[src/hdl/cpd_pkg.sv]
package cpd_pkg;

    // Clock period of the system clock in nanoseconds.
    localparam int CLK_PERIOD_NS = 10;
    // One timing frame, the time given to one dot.
    localparam int FRAME_NS = 250000;
    // Width of one memory read pulse.
    localparam int MEMP_NS = 10000;
    // Time the vertical register holds after a memory pulse.
    localparam int VHOLD_NS = 20000;
    // Time the horizontal register holds after a memory pulse.
    localparam int HHOLD_NS = 200000;
    // Delay between character arrival and start of cycle.
    localparam int DELAY_NS = 4000000;

    // Cycle counts; these are least times, so they round up.
    localparam int FRAME_CYC = (FRAME_NS + CLK_PERIOD_NS - 1) / CLK_PERIOD_NS;
    localparam int MEMP_CYC = (MEMP_NS + CLK_PERIOD_NS - 1) / CLK_PERIOD_NS;
    localparam int VHOLD_CYC = (VHOLD_NS + CLK_PERIOD_NS - 1) / CLK_PERIOD_NS;
    localparam int HHOLD_CYC = (HHOLD_NS + CLK_PERIOD_NS - 1) / CLK_PERIOD_NS;
    localparam int DELAY_CYC = (DELAY_NS + CLK_PERIOD_NS - 1) / CLK_PERIOD_NS;

    // Frames per character interval and the index of the last one.
    localparam int FRAMES_PER_CHAR = 32;
    localparam logic [4:0] LAST_FRAME = 5'h1f;
    // Frame index bit that picks the half of the character cycle.
    localparam int HALF_BIT = 4;
    // Number of groups on a line and the lowest position field bits.
    localparam int NUM_GROUPS = 5;
    localparam int GROUP_LSB = 4;
    localparam logic [6:0] POS_HOME = 7'h00;

    // Register byte addresses on the APB bus.
    localparam logic [7:0] ADDR_CTRL = 8'h00;
    localparam logic [7:0] ADDR_STAT = 8'h04;
    // Control register fields and reset value.
    localparam int CTRL_JDHOLD_BIT = 0;
    localparam int CTRL_RATE_LSB = 1;
    localparam logic [2:0] CTRL_RESET = 3'h1;
    // Paper advance rate codes: the counter bit that ends a run.
    localparam logic [1:0] RATE_16MS = 2'h0;
    localparam logic [1:0] RATE_32MS = 2'h1;
    localparam logic [1:0] RATE_64MS = 2'h2;

    // Sequencer states.
    typedef enum logic [1:0] {ST_IDLE, ST_DELAY, ST_PRINT} cpd_state_t;

endpackage : cpd_pkg
[src/hdl/cpd_char_gen.sv]
`timescale 1ns/1ps

module cpd_char_gen
    import cpd_pkg::*;
#(
    parameter int unsigned DELAY_CYCLES = DELAY_CYC,
    parameter int unsigned FRAME_CYCLES = FRAME_CYC,
    parameter int unsigned HHOLD_CYCLES = HHOLD_CYC
) (
    input wire logic CLK,
    input wire logic SRST,
    input wire logic PSEL,
    input wire logic PENABLE,
    input wire logic PWRITE,
    input wire logic [7:0] PADDR,
    input wire logic [31:0] PWDATA,
    output logic [31:0] PRDATA,
    output logic PREADY,
    output logic PSLVERR,
    input wire logic CHAR_AVAIL,
    input wire logic [6:0] CHAR_CODE,
    input wire logic NONPRINT,
    input wire logic HTAB,
    input wire logic CR_REQ,
    input wire logic PAPER_ADV_BTN,
    input wire logic [6:0] DOT_DATA,
    output logic [4:0] GROUP_SEL,
    output logic LR_SEL,
    output logic POS_BIT_LOW,
    output logic POS_BIT_LOW_N,
    output logic POS_BIT_MID,
    output logic POS_BIT_MID_N,
    output logic POS_BIT_HIGH,
    output logic POS_BIT_HIGH_N,
    output logic ROW_HALF_SELECT,
    output logic ROW_HALF_SELECT_ALT,
    output logic MEMORY_READ_LEVEL,
    output logic [15:0] COL_SEL,
    output logic [7:0] ROW_SEL,
    output logic [15:0] DOT_SEL,
    output logic VERT_BIT_W1,
    output logic VERT_BIT_W2,
    output logic VERT_BIT_W4,
    output logic VERT_BIT_W8,
    output logic HORIZ_BIT_W1,
    output logic HORIZ_BIT_W2,
    output logic HORIZ_BIT_W4,
    output logic JET_DOWN
);

    // Sequencer state and its one-cycle start-of-cycle pulse.
    cpd_state_t state_q;
    logic soc_q;
    // Line position counter.
    logic [6:0] pos_q;
    // Buffered character and its latched qualifiers.
    logic [6:0] code_q;
    logic nonprint_q;
    logic htab_q;
    // Paper advance run flag.
    logic pa_q;
    // Control register and synchronisers for pin inputs.
    logic [2:0] ctrl_q;
    logic pa_s1_q, pa_s2_q, pa_s3_q;
    logic [6:0] dot_s1_q, dot_s2_q;
    // Memory output buffer and dot sequencer.
    logic [6:0] obuf_q;
    logic [3:0] dot_q;
    // Deflection registers and jet down.
    logic [3:0] vert_q;
    logic [2:0] horiz_q;
    logic jd_q;
    // Timing from the sub-blocks.
    logic frame_start, running, char_done;
    logic [4:0] frame_idx;
    logic delay_done, mp_busy, mp_done, vbusy, hbusy;
    // Derived controls.
    logic print_ivl, inhibit, pa_rise, pa_reach, step_en;
    logic [3:0] rate_bit;

    // Print interval: frames running for a real character.
    assign print_ivl = running && !pa_q;
    assign pa_rise = pa_s2_q && !pa_s3_q;
    assign inhibit = (nonprint_q && !htab_q) || pa_q;

    // The paper advance run ends when the chosen counter bit is set.
    always_comb begin
        case (ctrl_q[CTRL_RATE_LSB +: 2])
            RATE_16MS: rate_bit = 4'h1;
            RATE_32MS: rate_bit = 4'h2;
            RATE_64MS: rate_bit = 4'h3;
            default: rate_bit = 4'h1;
        endcase
    end
    assign pa_reach = pa_q && pos_q[rate_bit[2:0]];

    // Counter steps at character end; paper advance has its own path.
    // inhibit blocks step
    assign step_en = char_done && (pa_q || !inhibit);

    // The button is asynchronous; the dot lines come off-chip too.
    always_ff @(posedge CLK) begin
        if (SRST) begin
            pa_s1_q <= 1'b0;
            pa_s2_q <= 1'b0;
            pa_s3_q <= 1'b0;
            dot_s1_q <= '0;
            dot_s2_q <= '0;
        end else begin
            pa_s1_q <= PAPER_ADV_BTN;
            pa_s2_q <= pa_s1_q;
            pa_s3_q <= pa_s2_q;
            dot_s1_q <= DOT_DATA;
            dot_s2_q <= dot_s1_q;
        end
    end

    // Start delay of the character, a cycle count not a monostable.
    // clocked delay timer
    cpd_hold_timer #(.CYCLES(DELAY_CYCLES)) u_delay (
        .clk(CLK),
        .srst(SRST),
        .start(state_q == ST_IDLE && CHAR_AVAIL && !pa_q),
        .busy(),
        .done(delay_done)
    );

    cpd_frame_seq #(.FRAME_CYCLES(FRAME_CYCLES)) u_frames (
        .clk(CLK),
        .srst(SRST),
        .soc(soc_q),
        .frame_start(frame_start),
        .frame_idx(frame_idx),
        .running(running),
        .char_done(char_done)
    );

    // Memory read pulse and the two deflection hold windows, all started together by each frame start.
    cpd_hold_timer #(.CYCLES(MEMP_CYC)) u_memp (
        .clk(CLK),
        .srst(SRST),
        .start(frame_start),
        .busy(mp_busy),
        .done(mp_done)
    );

    cpd_hold_timer #(.CYCLES(VHOLD_CYC)) u_vhold (
        .clk(CLK),
        .srst(SRST),
        .start(frame_start),
        .busy(vbusy),
        .done()
    );

    cpd_hold_timer #(.CYCLES(HHOLD_CYCLES)) u_hhold (
        .clk(CLK),
        .srst(SRST),
        .start(frame_start),
        .busy(hbusy),
        .done()
    );

    // Sequencer: idle, start delay, then the print cycle.
    always_ff @(posedge CLK) begin
        if (SRST) begin
            state_q <= ST_IDLE;
            soc_q <= 1'b0;
        end else begin
            soc_q <= 1'b0;
            case (state_q)
                ST_IDLE: begin
                    // A paper advance run skips the start delay.
                    if (pa_q) begin
                        soc_q <= 1'b1;
                        state_q <= ST_PRINT;
                    end else if (CHAR_AVAIL) begin
                        state_q <= ST_DELAY;
                    end
                end
                ST_DELAY: begin
                    if (delay_done) begin
                        soc_q <= 1'b1;
                        state_q <= ST_PRINT;
                    end
                end
                ST_PRINT: begin
                    if (char_done) begin
                        state_q <= ST_IDLE;
                    end
                end
                default: state_q <= ST_IDLE;
            endcase
        end
    end

    // Input buffer is loaded at start of cycle.
    always_ff @(posedge CLK) begin
        if (SRST) begin
            code_q <= '0;
            nonprint_q <= 1'b0;
            htab_q <= 1'b0;
        end else if (state_q == ST_DELAY && delay_done) begin
            code_q <= CHAR_CODE;
            nonprint_q <= NONPRINT;
            htab_q <= HTAB;
        end
    end

    // Paper advance flag; a new press wins over the end of a run.
    always_ff @(posedge CLK) begin
        if (SRST) begin
            pa_q <= 1'b0;
        end else if (pa_rise) begin
            pa_q <= 1'b1;
        end else if (step_en && pa_reach) begin
            pa_q <= 1'b0;
        end
    end

    // Position counter; carriage return has priority over stepping.
    always_ff @(posedge CLK) begin
        if (SRST) begin
            pos_q <= POS_HOME;
        end else if (CR_REQ) begin
            pos_q <= POS_HOME;
        end else if (step_en) begin
            pos_q <= pa_reach ? POS_HOME : pos_q + 7'h01;
        end
    end

    // Spacing and left/right outputs follow the counter.
    always_ff @(posedge CLK) begin
        if (SRST) begin
            GROUP_SEL <= '0;
            LR_SEL <= 1'b1;
            {POS_BIT_LOW, POS_BIT_MID, POS_BIT_HIGH} <= 3'h0;
            {POS_BIT_LOW_N, POS_BIT_MID_N, POS_BIT_HIGH_N} <= 3'h7;
        end else begin
            GROUP_SEL <= '0;
            if (print_ivl && !nonprint_q && !htab_q &&
                pos_q[6:GROUP_LSB] < 3'(NUM_GROUPS)) begin
                GROUP_SEL[pos_q[6:GROUP_LSB]] <= 1'b1;
            end
            LR_SEL <= !pos_q[0];
            POS_BIT_LOW <= pos_q[1];
            POS_BIT_LOW_N <= !pos_q[1];
            POS_BIT_MID <= pos_q[2];
            POS_BIT_MID_N <= !pos_q[2];
            POS_BIT_HIGH <= pos_q[3];
            POS_BIT_HIGH_N <= !pos_q[3];
        end
    end

    // Memory selection matrix.  Pairs use levels 7 and 5, since level
    // 6 is the complement of level 7 for every printing code.
    always_ff @(posedge CLK) begin
        if (SRST) begin
            COL_SEL <= '0;
            ROW_SEL <= '0;
            MEMORY_READ_LEVEL <= 1'b0;
            ROW_HALF_SELECT <= 1'b0;
            ROW_HALF_SELECT_ALT <= 1'b1;
        end else begin
            COL_SEL <= '0;
            ROW_SEL <= '0;
            MEMORY_READ_LEVEL <= mp_busy && print_ivl;
            ROW_HALF_SELECT <= frame_idx[HALF_BIT];
            ROW_HALF_SELECT_ALT <= !frame_idx[HALF_BIT];
            if (print_ivl) begin
                ROW_SEL[{code_q[6], code_q[4], frame_idx[HALF_BIT]}] <= 1'b1;
                if (mp_busy) begin
                    COL_SEL[code_q[3:0]] <= 1'b1;
                end
            end
        end
    end

    // Dot sequencer steps after each memory pulse; the output buffer
    // captures the parallel dot word at the same moment.
    always_ff @(posedge CLK) begin
        if (SRST) begin
            dot_q <= '0;
            obuf_q <= '0;
        end else if (soc_q) begin
            dot_q <= '0;
        end else if (mp_done) begin
            dot_q <= dot_q + 4'h1;
            obuf_q <= dot_s2_q;
        end
    end

    // One-hot dot select, one line per dot.
    genvar g;
    generate
        for (g = 0; g < 16; g++) begin : g_dot
            always_ff @(posedge CLK) begin
                if (SRST) begin
                    DOT_SEL[g] <= 1'b0;
                end else begin
                    DOT_SEL[g] <= print_ivl && (dot_q == 4'(g));
                end
            end
        end
    endgenerate

    // Deflection registers hold through their windows, then follow
    // the inverted buffer so a late dot word cannot smear the trace.
    always_ff @(posedge CLK) begin
        if (SRST) begin
            vert_q <= '0;
            horiz_q <= '0;
        end else begin
            if (!vbusy) begin
                vert_q <= ~obuf_q[3:0];
            end
            if (!hbusy) begin
                horiz_q <= ~obuf_q[6:4];
            end
        end
    end

    // Jet down: all vertical bits high outside the hold marks a blank.
    always_ff @(posedge CLK) begin
        if (SRST) begin
            jd_q <= 1'b1;
        end else if (print_ivl) begin
            jd_q <= (&vert_q) && !vbusy;
        end else begin
            jd_q <= ctrl_q[CTRL_JDHOLD_BIT] || (&vert_q);
        end
    end

    assign {VERT_BIT_W8, VERT_BIT_W4, VERT_BIT_W2, VERT_BIT_W1} = vert_q;
    assign {HORIZ_BIT_W4, HORIZ_BIT_W2, HORIZ_BIT_W1} = horiz_q;
    assign JET_DOWN = jd_q;

    // APB slave: one wait state, unmapped addresses answer an error.
    always_ff @(posedge CLK) begin
        if (SRST) begin
            PREADY <= 1'b0;
            PSLVERR <= 1'b0;
            PRDATA <= '0;
        end else begin
            PREADY <= PSEL && PENABLE && !PREADY;
            PSLVERR <= PSEL && PENABLE && !PREADY &&
                       PADDR != ADDR_CTRL && PADDR != ADDR_STAT;
            PRDATA <= '0;
            if (PSEL && PENABLE && !PREADY && !PWRITE) begin
                if (PADDR == ADDR_CTRL) begin
                    PRDATA <= {29'h0, ctrl_q};
                end else if (PADDR == ADDR_STAT) begin
                    PRDATA <= {12'h0, pa_q, running, 2'(state_q),
                               3'h0, frame_idx, 1'b0, pos_q};
                end
            end
        end
    end

    // Control register write, taken in the completing access cycle.
    always_ff @(posedge CLK) begin
        if (SRST) begin
            ctrl_q <= CTRL_RESET;
        end else if (PSEL && PENABLE && PREADY && PWRITE &&
                     PADDR == ADDR_CTRL) begin
            ctrl_q <= PWDATA[2:0];
        end
    end
endmodule : cpd_char_gen

[src/hdl/cpd_frame_seq.sv]
`timescale 1ns/1ps

// Frame oscillator: start of cycle begins frame 0, the timer the rest.
module cpd_frame_seq
    import cpd_pkg::*;
#(
    parameter int unsigned FRAME_CYCLES = FRAME_CYC
) (
    input wire logic clk,
    input wire logic srst,
    input wire logic soc,
    output logic frame_start,
    output logic [4:0] frame_idx,
    output logic running,
    output logic char_done
);

    localparam int W = $clog2(FRAME_CYCLES + 1);
    localparam logic [W-1:0] RELOAD = W'(FRAME_CYCLES - 1);
    localparam logic [W-1:0] ONE = W'(1);

    // Cycles left in the current frame.
    logic [W-1:0] tcnt_q;
    // High at the last cycle of a frame while running.
    logic frame_end;

    assign frame_end = running && (tcnt_q == '0);

    // Frame timer and frame index.
    always_ff @(posedge clk) begin
        if (srst) begin
            tcnt_q <= '0;
            frame_idx <= '0;
            running <= 1'b0;
        end else if (soc) begin
            tcnt_q <= RELOAD;
            frame_idx <= '0;
            running <= 1'b1;
        end else if (frame_end) begin
            tcnt_q <= RELOAD;
            frame_idx <= frame_idx + 5'h01;
            // The oscillator stops itself after the last frame.
            running <= (frame_idx != LAST_FRAME);
        end else if (running) begin
            tcnt_q <= tcnt_q - ONE;
        end
    end

    // Frame start and end-of-character pulses, one cycle each.
    always_ff @(posedge clk) begin
        if (srst) begin
            frame_start <= 1'b0;
            char_done <= 1'b0;
        end else begin
            frame_start <= soc || (frame_end && frame_idx != LAST_FRAME);
            char_done <= frame_end && (frame_idx == LAST_FRAME);
        end
    end

endmodule : cpd_frame_seq

[src/hdl/cpd_hold_timer.sv]
`timescale 1ns/1ps

// Retriggerable one-shot that replaces a monostable network.
module cpd_hold_timer
    import cpd_pkg::*;
#(
    parameter int unsigned CYCLES = 1
) (
    input wire logic clk,
    input wire logic srst,
    input wire logic start,
    output logic busy,
    output logic done
);

    localparam int W = $clog2(CYCLES + 1);
    localparam logic [W-1:0] LOAD = W'(CYCLES);
    localparam logic [W-1:0] ONE = W'(1);

    // Remaining cycles of the hold; zero means idle.
    logic [W-1:0] cnt_q;

    // A new start reloads the count, so a retrigger extends the hold.
    always_ff @(posedge clk) begin
        if (srst) begin
            cnt_q <= '0;
        end else if (start) begin
            cnt_q <= LOAD;
        end else if (cnt_q != '0) begin
            cnt_q <= cnt_q - ONE;
        end
    end

    assign busy = (cnt_q != '0);
    assign done = (cnt_q == ONE);

endmodule : cpd_hold_timer

[config.mk]
export PLATFORM = sky130hd
export DESIGN_NAME = cpd_char_gen
export DESIGN_NICKNAME = d
export VERILOG_FILES = /design/src/hdl/cpd_pkg.sv /design/src/hdl/cpd_char_gen.sv /design/src/hdl/cpd_frame_seq.sv /design/src/hdl/cpd_hold_timer.sv
export SDC_FILE = /design/constraint.sdc
export NUM_CORES = 1
export LEC_CHECK = 0
export ABC_AREA = 1
export BUFFER_PORTS_ARGS = -buffer_cell sky130_fd_sc_hd__buf_2
export CAP_MARGIN = 15
export CORE_ASPECT_RATIO = 0.9
export CORE_MARGIN = 3
export CORE_UTILIZATION = 45
export CTS_CLUSTER_SIZE = 10
export DETAILED_ROUTE_END_ITERATION = 8
export PLACE_DENSITY = 0.79
export SETUP_SLACK_MARGIN = 0.3
export SLEW_MARGIN = 20
export SYNTH_ARGS = -nofsm -noshare
export SYNTH_HDL_FRONTEND = slang
export SYNTH_SLANG_ARGS = --single-unit
export TNS_END_PERCENT = 10
[constraint.sdc]
create_clock -name CLK -period 1.55 [get_ports CLK]
set_input_delay 0.2325 -clock CLK [delete_from_list [all_inputs] [get_ports CLK]]
set_output_delay 0.2325 -clock CLK [all_outputs]
set_load 0.02 [all_outputs]
[After elaboration in Yosys (flattened, before gate mapping)]
Cells that the tools add are included.
Storage, ports and cells
  output and inout bits: 97
  register bits after elaboration: 210
  logic and storage cells: 243
Operators by class
  multiplexer cells: 36
  reductions and logical operators: 90
  eq/ne operators: 28
  $add $sub $neg: 8
  order comparisons: 8
  bitwise operators: 8
Operator list (number)
  15-bit 2-to-1 mux: 5
  1-bit logical AND: 44
  19-bit 2-to-1 mux: 2
  4-bit equality test, second input constant: 8
  15-bit by 1-bit subtractor with 15-bit output, second input constant: 2
  11-bit 2-to-1 mux: 2
  10-bit 2-to-1 mux: 2
  19-bit by 1-bit equality test with 1-bit output, second input constant: 1
  19-bit nonzero test: 1
  19-bit by 1-bit subtractor with 19-bit output, second input constant: 1
  4-bit by 3-bit equality test with 1-bit output, second input constant: 4
  15-bit logical NOT: 1
  15-bit nonzero test: 1
  2-bit OR reduction: 7
  1-bit logical NOT: 13
  3-bit by 4-bit less-than comparator with 1-bit output, second input constant: 3
  2-bit nonzero test: 6
  1-bit 2-to-1 mux: 11
  11-bit nonzero test: 1
  11-bit by 1-bit subtractor with 11-bit output, second input constant: 1
  10-bit by 1-bit equality test with 1-bit output, second input constant: 1
  10-bit nonzero test: 1
  10-bit by 1-bit subtractor with 10-bit output, second input constant: 1
  4-bit by 2-bit equality test with 1-bit output, second input constant: 2
  40 further kinds: 57

[Logic depth before layout (Yosys ltp)]
Gate-level depths: netlist of the first run.
  depth after elaboration: 9
  mapped depth: 10
  depth with buffers taken out: 10

[Cells and area by module]
From an unflattened synthesis of the first run, not the netlist that was laid out.
Second synthesis, totals
  cell total of the unflattened synthesis: 1148
  area total of the unflattened synthesis: 8856.0 sq um
By module, submodules not included
  cpd_char_gen: seq. area each 2622.5 sq um, cells an instance 493, times used 1, area an instance 4345.4 sq um
  cpd_frame_seq: seq. area each 460.4 sq um, cells an instance 179, times used 1, area an instance 1226.2 sq um
  cpd_hold_timer (u_delay): seq. area each 380.4 sq um, cells an instance 174, times used 1, area an instance 1161.1 sq um
  cpd_hold_timer (u_hhold): seq. area each 300.3 sq um, cells an instance 123, times used 1, area an instance 869.6 sq um
  cpd_hold_timer (u_vhold): seq. area each 220.2 sq um, cells an instance 96, times used 1, area an instance 686.9 sq um
  cpd_hold_timer (u_memp): seq. area each 200.2 sq um, cells an instance 83, times used 1, area an instance 566.8 sq um

[Least setup slack after synthesis of the first run]
No wires, ideal clock.
  path kind: reg-to-reg
  from: register u_hhold.cnt_q[0]
  to: register u_hhold.cnt_q[0]
  data required time: 1479 ps
  arrival: 1307 ps
  setup slack: 173 ps
  library setup time: 71 ps
  cell stages (with the launch flop): 9
  cells stage by stage: dfxtp_1 inv_1 ha_1 nand2_1 nor2_2 nand2_2 inv_2 nand2_1 a21oi_1
On the way
  cells in the longest elaborated chain, start to end: 1
Ends and longest elaborated chain
  start: declaration: RTL line cpd_hold_timer.sv:21  | logic [W-1:0] cnt_q;
  start signal: assignment: RTL line cpd_hold_timer.sv:30  | cnt_q <= cnt_q - ONE;
  15-bit by 1-bit subtractor with 15-bit output or 15-bit nonzero test (tied branches): RTL line cpd_hold_timer.sv:30, cpd_hold_timer.sv:29
Several ways; a longest one is shown, not always the timed one.
A chain may end at the register's enable or synchronous reset.

[Worst setup path in the final report of the first run]
  from: register u_vhold.cnt_q[0]
  to: register u_vhold.cnt_q[7]
On the way
  cells in the longest elaborated chain, start to end: 3
Ends and longest elaborated chain
  start: declaration: RTL line cpd_hold_timer.sv:21
  start signal: assignment: RTL line cpd_hold_timer.sv:30
  11-bit by 1-bit subtractor with 11-bit output: RTL line cpd_hold_timer.sv:30
  11-bit 2-to-1 mux: RTL line cpd_hold_timer.sv:29  | end else if (cnt_q != '0) begin
  11-bit 2-to-1 mux: RTL line cpd_hold_timer.sv:27  | end else if (start) begin
Several ways; a longest one is shown, not always the timed one. The select of a mux whose other input is x is not followed.

==> results.json, run 1 <==
{
  "irDropWorstVdd_mv": 1.35,
  "worstPathRequired_ns": 1.93,
  "critPathCaptureType": "flip-flop",
  "dp_slack_ns": 0.0294,
  "ys_ff_latch": 209,
  "io_pins": 161,
  "maxSlewViolCount": 0,
  "finalWorstSetupSlack_ns": 0.114,
  "vias": 7879,
  "avgSynthCellArea_um2": 7.79,
  "antenna_found_initial": 0,
  "regArea_mm2": 0.00423,
  "grt.overflow.total": 0,
  "cts_tree": "built",
  "port_buffers": 114,
  "nets": 1377,
  "async_reset_ff_frac": 0,
  "r2r-end": "u_vhold.cnt_q[7]$_SDFFE_PP0P_",
  "initial_utilization": 0.467,
  "clockBufferDepth": 3,
  "seq_area_frac_synth": 0.499,
  "rsz0062_at_grt": "true",
  "worst_setup_path_start_kind": "flip-flop",
  "status": "finished clean",
  "multi_input_area_mm2": 0.00428,
  "skew_ns": 0.0187,
  "viasPerCell": 5.13,
  "dp_hpwl_mm": 13.7,
  "num_rows": 46,
  "netlist_area_mm2": 0.00839,
  "crit_fanout": 4,
  "worstRegToRegCells": 10,
  "core_area_mm2": 0.0180,
  "leakage_nw": 5.16,
  "grt_max_degree": 35,
  "finalSetupViolations": 0,
  "hold_viol_final": 0,
  "die_area_mm2": 0.0203,
  "synth_common_cells": "209 x dfxtp_1, 201 x nor2_1, 174 x nand2_1",
  "worstHoldStart": "PWDATA[2]",
  "avgRoutedWirePerCell_um": 14.8,
  "grt_pass1_vias": 7202,
  "clk_pin_slew_ns": 0.06,
  "gp_congestion": 0.853,
  "path_class": "flip-flop to flip-flop",
  "postRouteAntennaNets": 0,
  "hold_slack_ns": 0.0125,
  "root_buffer": "clkbuf_16",
  "dp.cells": 1441,
  "cp.arrival_ns": 1.82,
  "area_delta_synth_final_pct": 35.8,
  "layoutNonFillerInstCount": 1537,
  "grt_first_pass_wirelength_mm": 33.6,
  "synth.most_common_cell": "dfxtp_1",
  "yosysTopAreaCellShare": 0.499,
  "htree_levels": 1,
  "postLayoutCoreUtil": 0.634,
  "drt_wl_total_mm": 22.7,
  "timing.fmax_mhz": 697,
  "n_antenna_cell": 0,
  "fin_crit_sh": 0.926,
  "die_y_um": 136,
  "period_minus_slack_ns": 1.44,
  "yosysWarningCount": 0,
  "synthTopCellsByArea": "dfxtp_1 50%, nor2_1 9.0%, nand2_1 7.8%",
  "synth-edff-count": 0,
  "synth_ff_type": "dfxtp_1",
  "numCtsBuffers": 25,
  "grt_usage": 0.197,
  "die_w_um": 150,
  "hold_path_class": "primary input to flip-flop",
  "drt_iter0_drc": 517,
  "rrSetupSlack_ns": 0.11,
  "clock-sinks": 209,
  "drc": 0,
  "clock_latency_ns": 0.52,
  "ys_types": 42,
  "min_to": "ctrl_q[2]$_SDFFE_PP0P_",
  "rr_startpoint": "u_vhold.cnt_q[0]$_SDFFE_PP0N_",
  "first_pass_iters": 5,
  "drv_cap": 0,
  "fillers": 1381,
  "yosys.area.top_type": "dfxtp_1",
  "setup_tns_ns": 0,
  "power.density_mw_per_mm2": 1810,
  "final_layout_size_suffix_gt1_frac": 0.328,
  "synthCells": 1076,
  "holdPathStages": 3
}
metrics by stage:
step | area [um2] | total power, W
5_1_grt | 11400 | 0.0218
3_3_place_gp | 9430 | 0.0126
3_5_place_dp | 9430 | 0.0128
2_1_floorplan | 8510 | 0.0113
4_1_cts | 10700 | 0.0188
6_report | 11400 | 0.0206
sequential cells by signal, summed over array words and instances, names as in the netlist, 7 cells and up:
| register | flops |
|---|---|
| u_delay.cnt_q | 19 |
| COL_SEL | 16 |
| DOT_SEL | 16 |
| PRDATA | 16 |
| u_frames.tcnt_q | 15 |
| u_hhold.cnt_q | 15 |
| u_vhold.cnt_q | 11 |
| u_memp.cnt_q | 10 |
| ROW_SEL | 8 |
| dot_s1_q | 7 |
| dot_s2_q | 7 |
| obuf_q | 7 |
| pos_q | 7 |
worst max-delay path: stages (launching register included):
cell     delay (ns)
dfxtp_2        0.36
inv_4          0.06
buf_4          0.13
buf_4          0.12
buf_4          0.12
buf_4          0.13
nand2_2        0.07
nor2_2         0.04
xor2_1         0.13
nand2_1        0.08
a21oi_2        0.06
cells by family after synthesis:
logic type	Yosys count	share of synthesized area
XOR/XNOR	32	0.0334
flip-flops	209	0.499
AND/OR/NAND/NOR	513	0.269
other	1	0.000447
buffers and inverters	163	0.0819
adder cells (fa/ha/maj)	18	0.0269
AO/OA/AOI/OAI	140	0.0898
area by class of cell:
| type | count | share of cell area |
|---|---|---|
| sequential | 209 | 0.371 |
| clock buffer | 27 | 0.0565 |
| inverter | 127 | 0.0438 |
| clock inverter | 2 | 0.00154 |
| tap | 240 | 0.0264 |
| timing repair buffer | 212 | 0.125 |
| multi-input combinational | 720 | 0.375 |
layout by cell type, fill, tap and decap left out, drive strengths merged:
cell	netlist	final
nor3	15	15
xor2	20	20
nor2	210	210
xnor2	12	12
nand2	178	179
nand3b	5	5
a32oi	1	1
inv	126	128
a31o	1	1
o21ai	38	38
or2	5	5
buf	24	198
nand4	14	14
a21boi	1	1
o21bai	1	1
nor4	11	11
o31ai	1	1
clkinv	1	1
o211ai	1	1
dlygate4sd3	0	14
a211oi	4	4
nor3b	2	2
a21oi	84	84
a21o	6	6
nand3	73	73
dfxtp	209	209
ha	18	18
clkbuf	12	27
conb	1	16
o22ai	2	2
how the worst max path moves through the flow:
stage	cells after the start	from	slack, ns	end
after floorplan	7	u_delay.cnt_q[0]$_SDFFE_PP0P_	0.28	u_delay.cnt_q[16]$_SDFFE_PP0P_
after global placement	6	u_delay.cnt_q[10]$_SDFFE_PP0P_	0.09	code_q[6]$_SDFFE_PP0P_
after detailed placement	6	u_delay.cnt_q[8]$_SDFFE_PP0P_	0.03	code_q[1]$_SDFFE_PP0P_
after CTS	6	u_memp.cnt_q[6]$_SDFFE_PP0P_	0.15	obuf_q[3]$_SDFFE_PP0P_
after global routing	9	u_frames.tcnt_q[12]$_SDFFE_PP0P_	-0.01	u_frames.tcnt_q[2]$_SDFFE_PP0P_
final	10	u_vhold.cnt_q[0]$_SDFFE_PP0N_	0.11	u_vhold.cnt_q[7]$_SDFFE_PP0P_
power breakdown:
group / internal [W] / switching (W) / total [W]
sequential: 0.00620 / 0.000822 / 0.00702
clock: 0.00290 / 0.00203 / 0.00493
combinational: 0.00368 / 0.00500 / 0.00868
total: 0.0128 / 0.00785 / 0.0206
repair_timing:
| item | in CTS | in global routing |
|---|---|---|
| resized for setup | 87 | 142 |
| pin swaps | 23 | 51 |
| endpoints found under the setup margin | 165 | 184 |
| hold endpoints to repair | 14 | 0 |
| hold buffers | 14 | 0 |
| setup buffers | 25 | 26 |
| gates cloned | 1 | 1 |
per-layer routing:
metal  track usage  wire length [um]  vias up
met3        0.0301              1500       53
met2         0.337             11200      304
met4        0.0513               590        0
met5             0                 0        -
li1              -                 -     3838
met1         0.263              9390     3684
Note: power is estimated with default switching activity, not from simulation.
==> run 2, diff against run 1 <==
- CORE_UTILIZATION: 45 -> 30
- PLACE_DENSITY: 0.79 -> 0.61
- SETUP_SLACK_MARGIN: 0.3 -> 0.4
==> results.json, run 2 (same netlist as run 1, synthesis figures left out) <==
{
  "die_y_um": 165,
  "hold_viol_final": 0,
  "status": "finished clean",
  "skew_ns": 0.00993,
  "worst_setup_path_start_kind": "flip-flop",
  "critPathCaptureType": "flip-flop",
  "htree_levels": 1,
  "cp.arrival_ns": 1.82,
  "die_area_mm2": 0.0300,
  "io_pins": 161,
  "antenna_found_initial": 0,
  "power.density_mw_per_mm2": 1750,
  "clk_pin_slew_ns": 0.05,
  "drv_cap": 0,
  "area_delta_synth_final_pct": 38.1,
  "worst_slew_pin_slew_ns": 0.540,
  "clock-sinks": 209,
  "top_register": "u_delay.cnt_q",
  "irDropWorstVdd_mv": 0.990,
  "first_pass_iters": 5,
  "die_w_um": 182,
  "grt.overflow.total": 0,
  "final_layout_size_suffix_gt1_frac": 0.314,
  "crit_fanout": 7,
  "slew_headroom": 0.640,
  "viasPerCell": 4.54,
  "clockBufferDepth": 3,
  "avgRoutedWirePerCell_um": 12.5,
  "largest_reg_flops": 19,
  "period_minus_slack_ns": 1.43,
  "r2r-end": "code_q[1]$_SDFFE_PP0P_",
  "dp_hpwl_mm": 14.0,
  "clock_latency_ns": 0.51,
  "cts_tree": "built",
  "layout_common_cells": "186 x dfxtp_1, 158 x nor2_1, 153 x nand2_1",
  "grt_first_pass_wirelength_mm": 32.6,
  "gp_congestion": 0.871,
  "leakage_nw": 5.15,
  "initial_utilization": 0.308,
  "rr_startpoint": "u_delay.cnt_q[11]$_SDFFE_PP0P_",
  "core_area_mm2": 0.0272,
  "worstPathRequired_ns": 1.94,
  "drt_iter0_drc": 415,
  "hold_path_class": "primary input to flip-flop",
  "root_buffer": "clkbuf_16",
  "hold_slack_ns": 0.0184,
  "min_to": "ctrl_q[2]$_SDFFE_PP0P_",
  "nets": 1369,
  "worstHoldStart": "PWDATA[2]",
  "final_common_cell": "dfxtp_1",
  "grt_usage": 0.128,
  "timing.fmax_mhz": 700,
  "finalSetupViolations": 0,
  "n_antenna_cell": 0,
  "path_class": "flip-flop to flip-flop",
  "numCtsBuffers": 25,
  "postPlaceCellArea_mm2": 0.00965,
  "setup_tns_ns": 0,
  "maxSlewViolCount": 0,
  "fin_crit_sh": 0.921,
  "finalInstanceArea_mm2": 0.0116,
  "grt_max_degree": 36,
  "drt_wl_total_mm": 20.6,
  "holdPathStages": 3,
  "drc": 0,
  "rrSetupSlack_ns": 0.12,
  "worstRegToRegCells": 8,
  "grt_pass1_vias": 6702,
  "postRouteAntennaNets": 0,
  "postLayoutCoreUtil": 0.425,
  "port_buffers": 114,
  "vias": 7481,
  "rsz0062_at_grt": "true",
  "num_rows": 57
}
[run 2: per-layer routing]
| metal | track usage | up-vias | wire (um) |
|---|---|---|---|
| met5 | 0 | - | 0 |
| li1 | - | 3854 | - |
| met3 | 0.0227 | 29 | 1060 |
| met2 | 0.197 | 165 | 9170 |
| met4 | 0.0325 | 0 | 372 |
| met1 | 0.186 | 3433 | 9960 |
[run 2: worst max path at each step]
| stage | cells past startpoint | slack [ns] | start | to |
|---|---|---|---|---|
| after floorplan | 7 | 0.28 | u_delay.cnt_q[10]$_SDFFE_PP0P_ | code_q[4]$_SDFFE_PP0P_ |
| final | 8 | 0.12 | u_delay.cnt_q[11]$_SDFFE_PP0P_ | code_q[1]$_SDFFE_PP0P_ |
| after CTS | 7 | 0.16 | u_memp.cnt_q[6]$_SDFFE_PP0P_ | dot_q[2]$_SDFFE_PP0P_ |
| after global placement | 8 | 0.08 | u_memp.cnt_q[5]$_SDFFE_PP0P_ | COL_SEL[3]$_SDFF_PP0_ |
| after global routing | 9 | 0.04 | u_delay.cnt_q[1]$_SDFFE_PP0P_ | u_delay.cnt_q[7]$_SDFFE_PP0P_ |
| after detailed placement | 6 | 0.02 | u_delay.cnt_q[10]$_SDFFE_PP0P_ | code_q[6]$_SDFFE_PP0P_ |
[run 2: final cells by class]
class                   instances  area [um2]
fillers                      2686       15700
multi-input cells             722        4290
flip-flops and latches        209        4240
repair buffers                202        1410
clock buffers                  30         664
inverters                     127         504
well taps                     354         443
clock inverters                 2        38.8
[run 2: worst max-delay path, cell delays in order, from the launching register on]
cell	delay [ns]
dfxtp_4	0.36
nor2_4	0.12
nand2_2	0.08
nor2_4	0.13
buf_12	0.14
buf_12	0.10
nand4_4	0.16
o21ai_1	0.17
a21oi_1	0.05
[run 2: where the power goes]
group          internal (W)  switching, W  total (W)
sequential          0.00620      0.000802    0.00700
clock               0.00313       0.00208    0.00521
combinational       0.00345       0.00456    0.00801
[run 2: timing repair]
action / CTS / global route
hold endpoints to repair: 18 / 0
buffers inserted: 17 / 22
gates cloned: 3 / 0
gates resized for setup: 57 / 144
pin swaps: 25 / 45
endpoints found under the setup margin: 259 / 260
hold buffers: 18 / 0
[run 2: through the flow]
stage               worst slack, ns  power [W]  instances
finish                        0.122     0.0202       1646
global route                 0.0413     0.0216       1646
CTS                           0.165     0.0189       1624
detailed placement           0.0206     0.0130       1554
global placement             0.0808     0.0129       1554
floorplan                     0.282     0.0115       1091
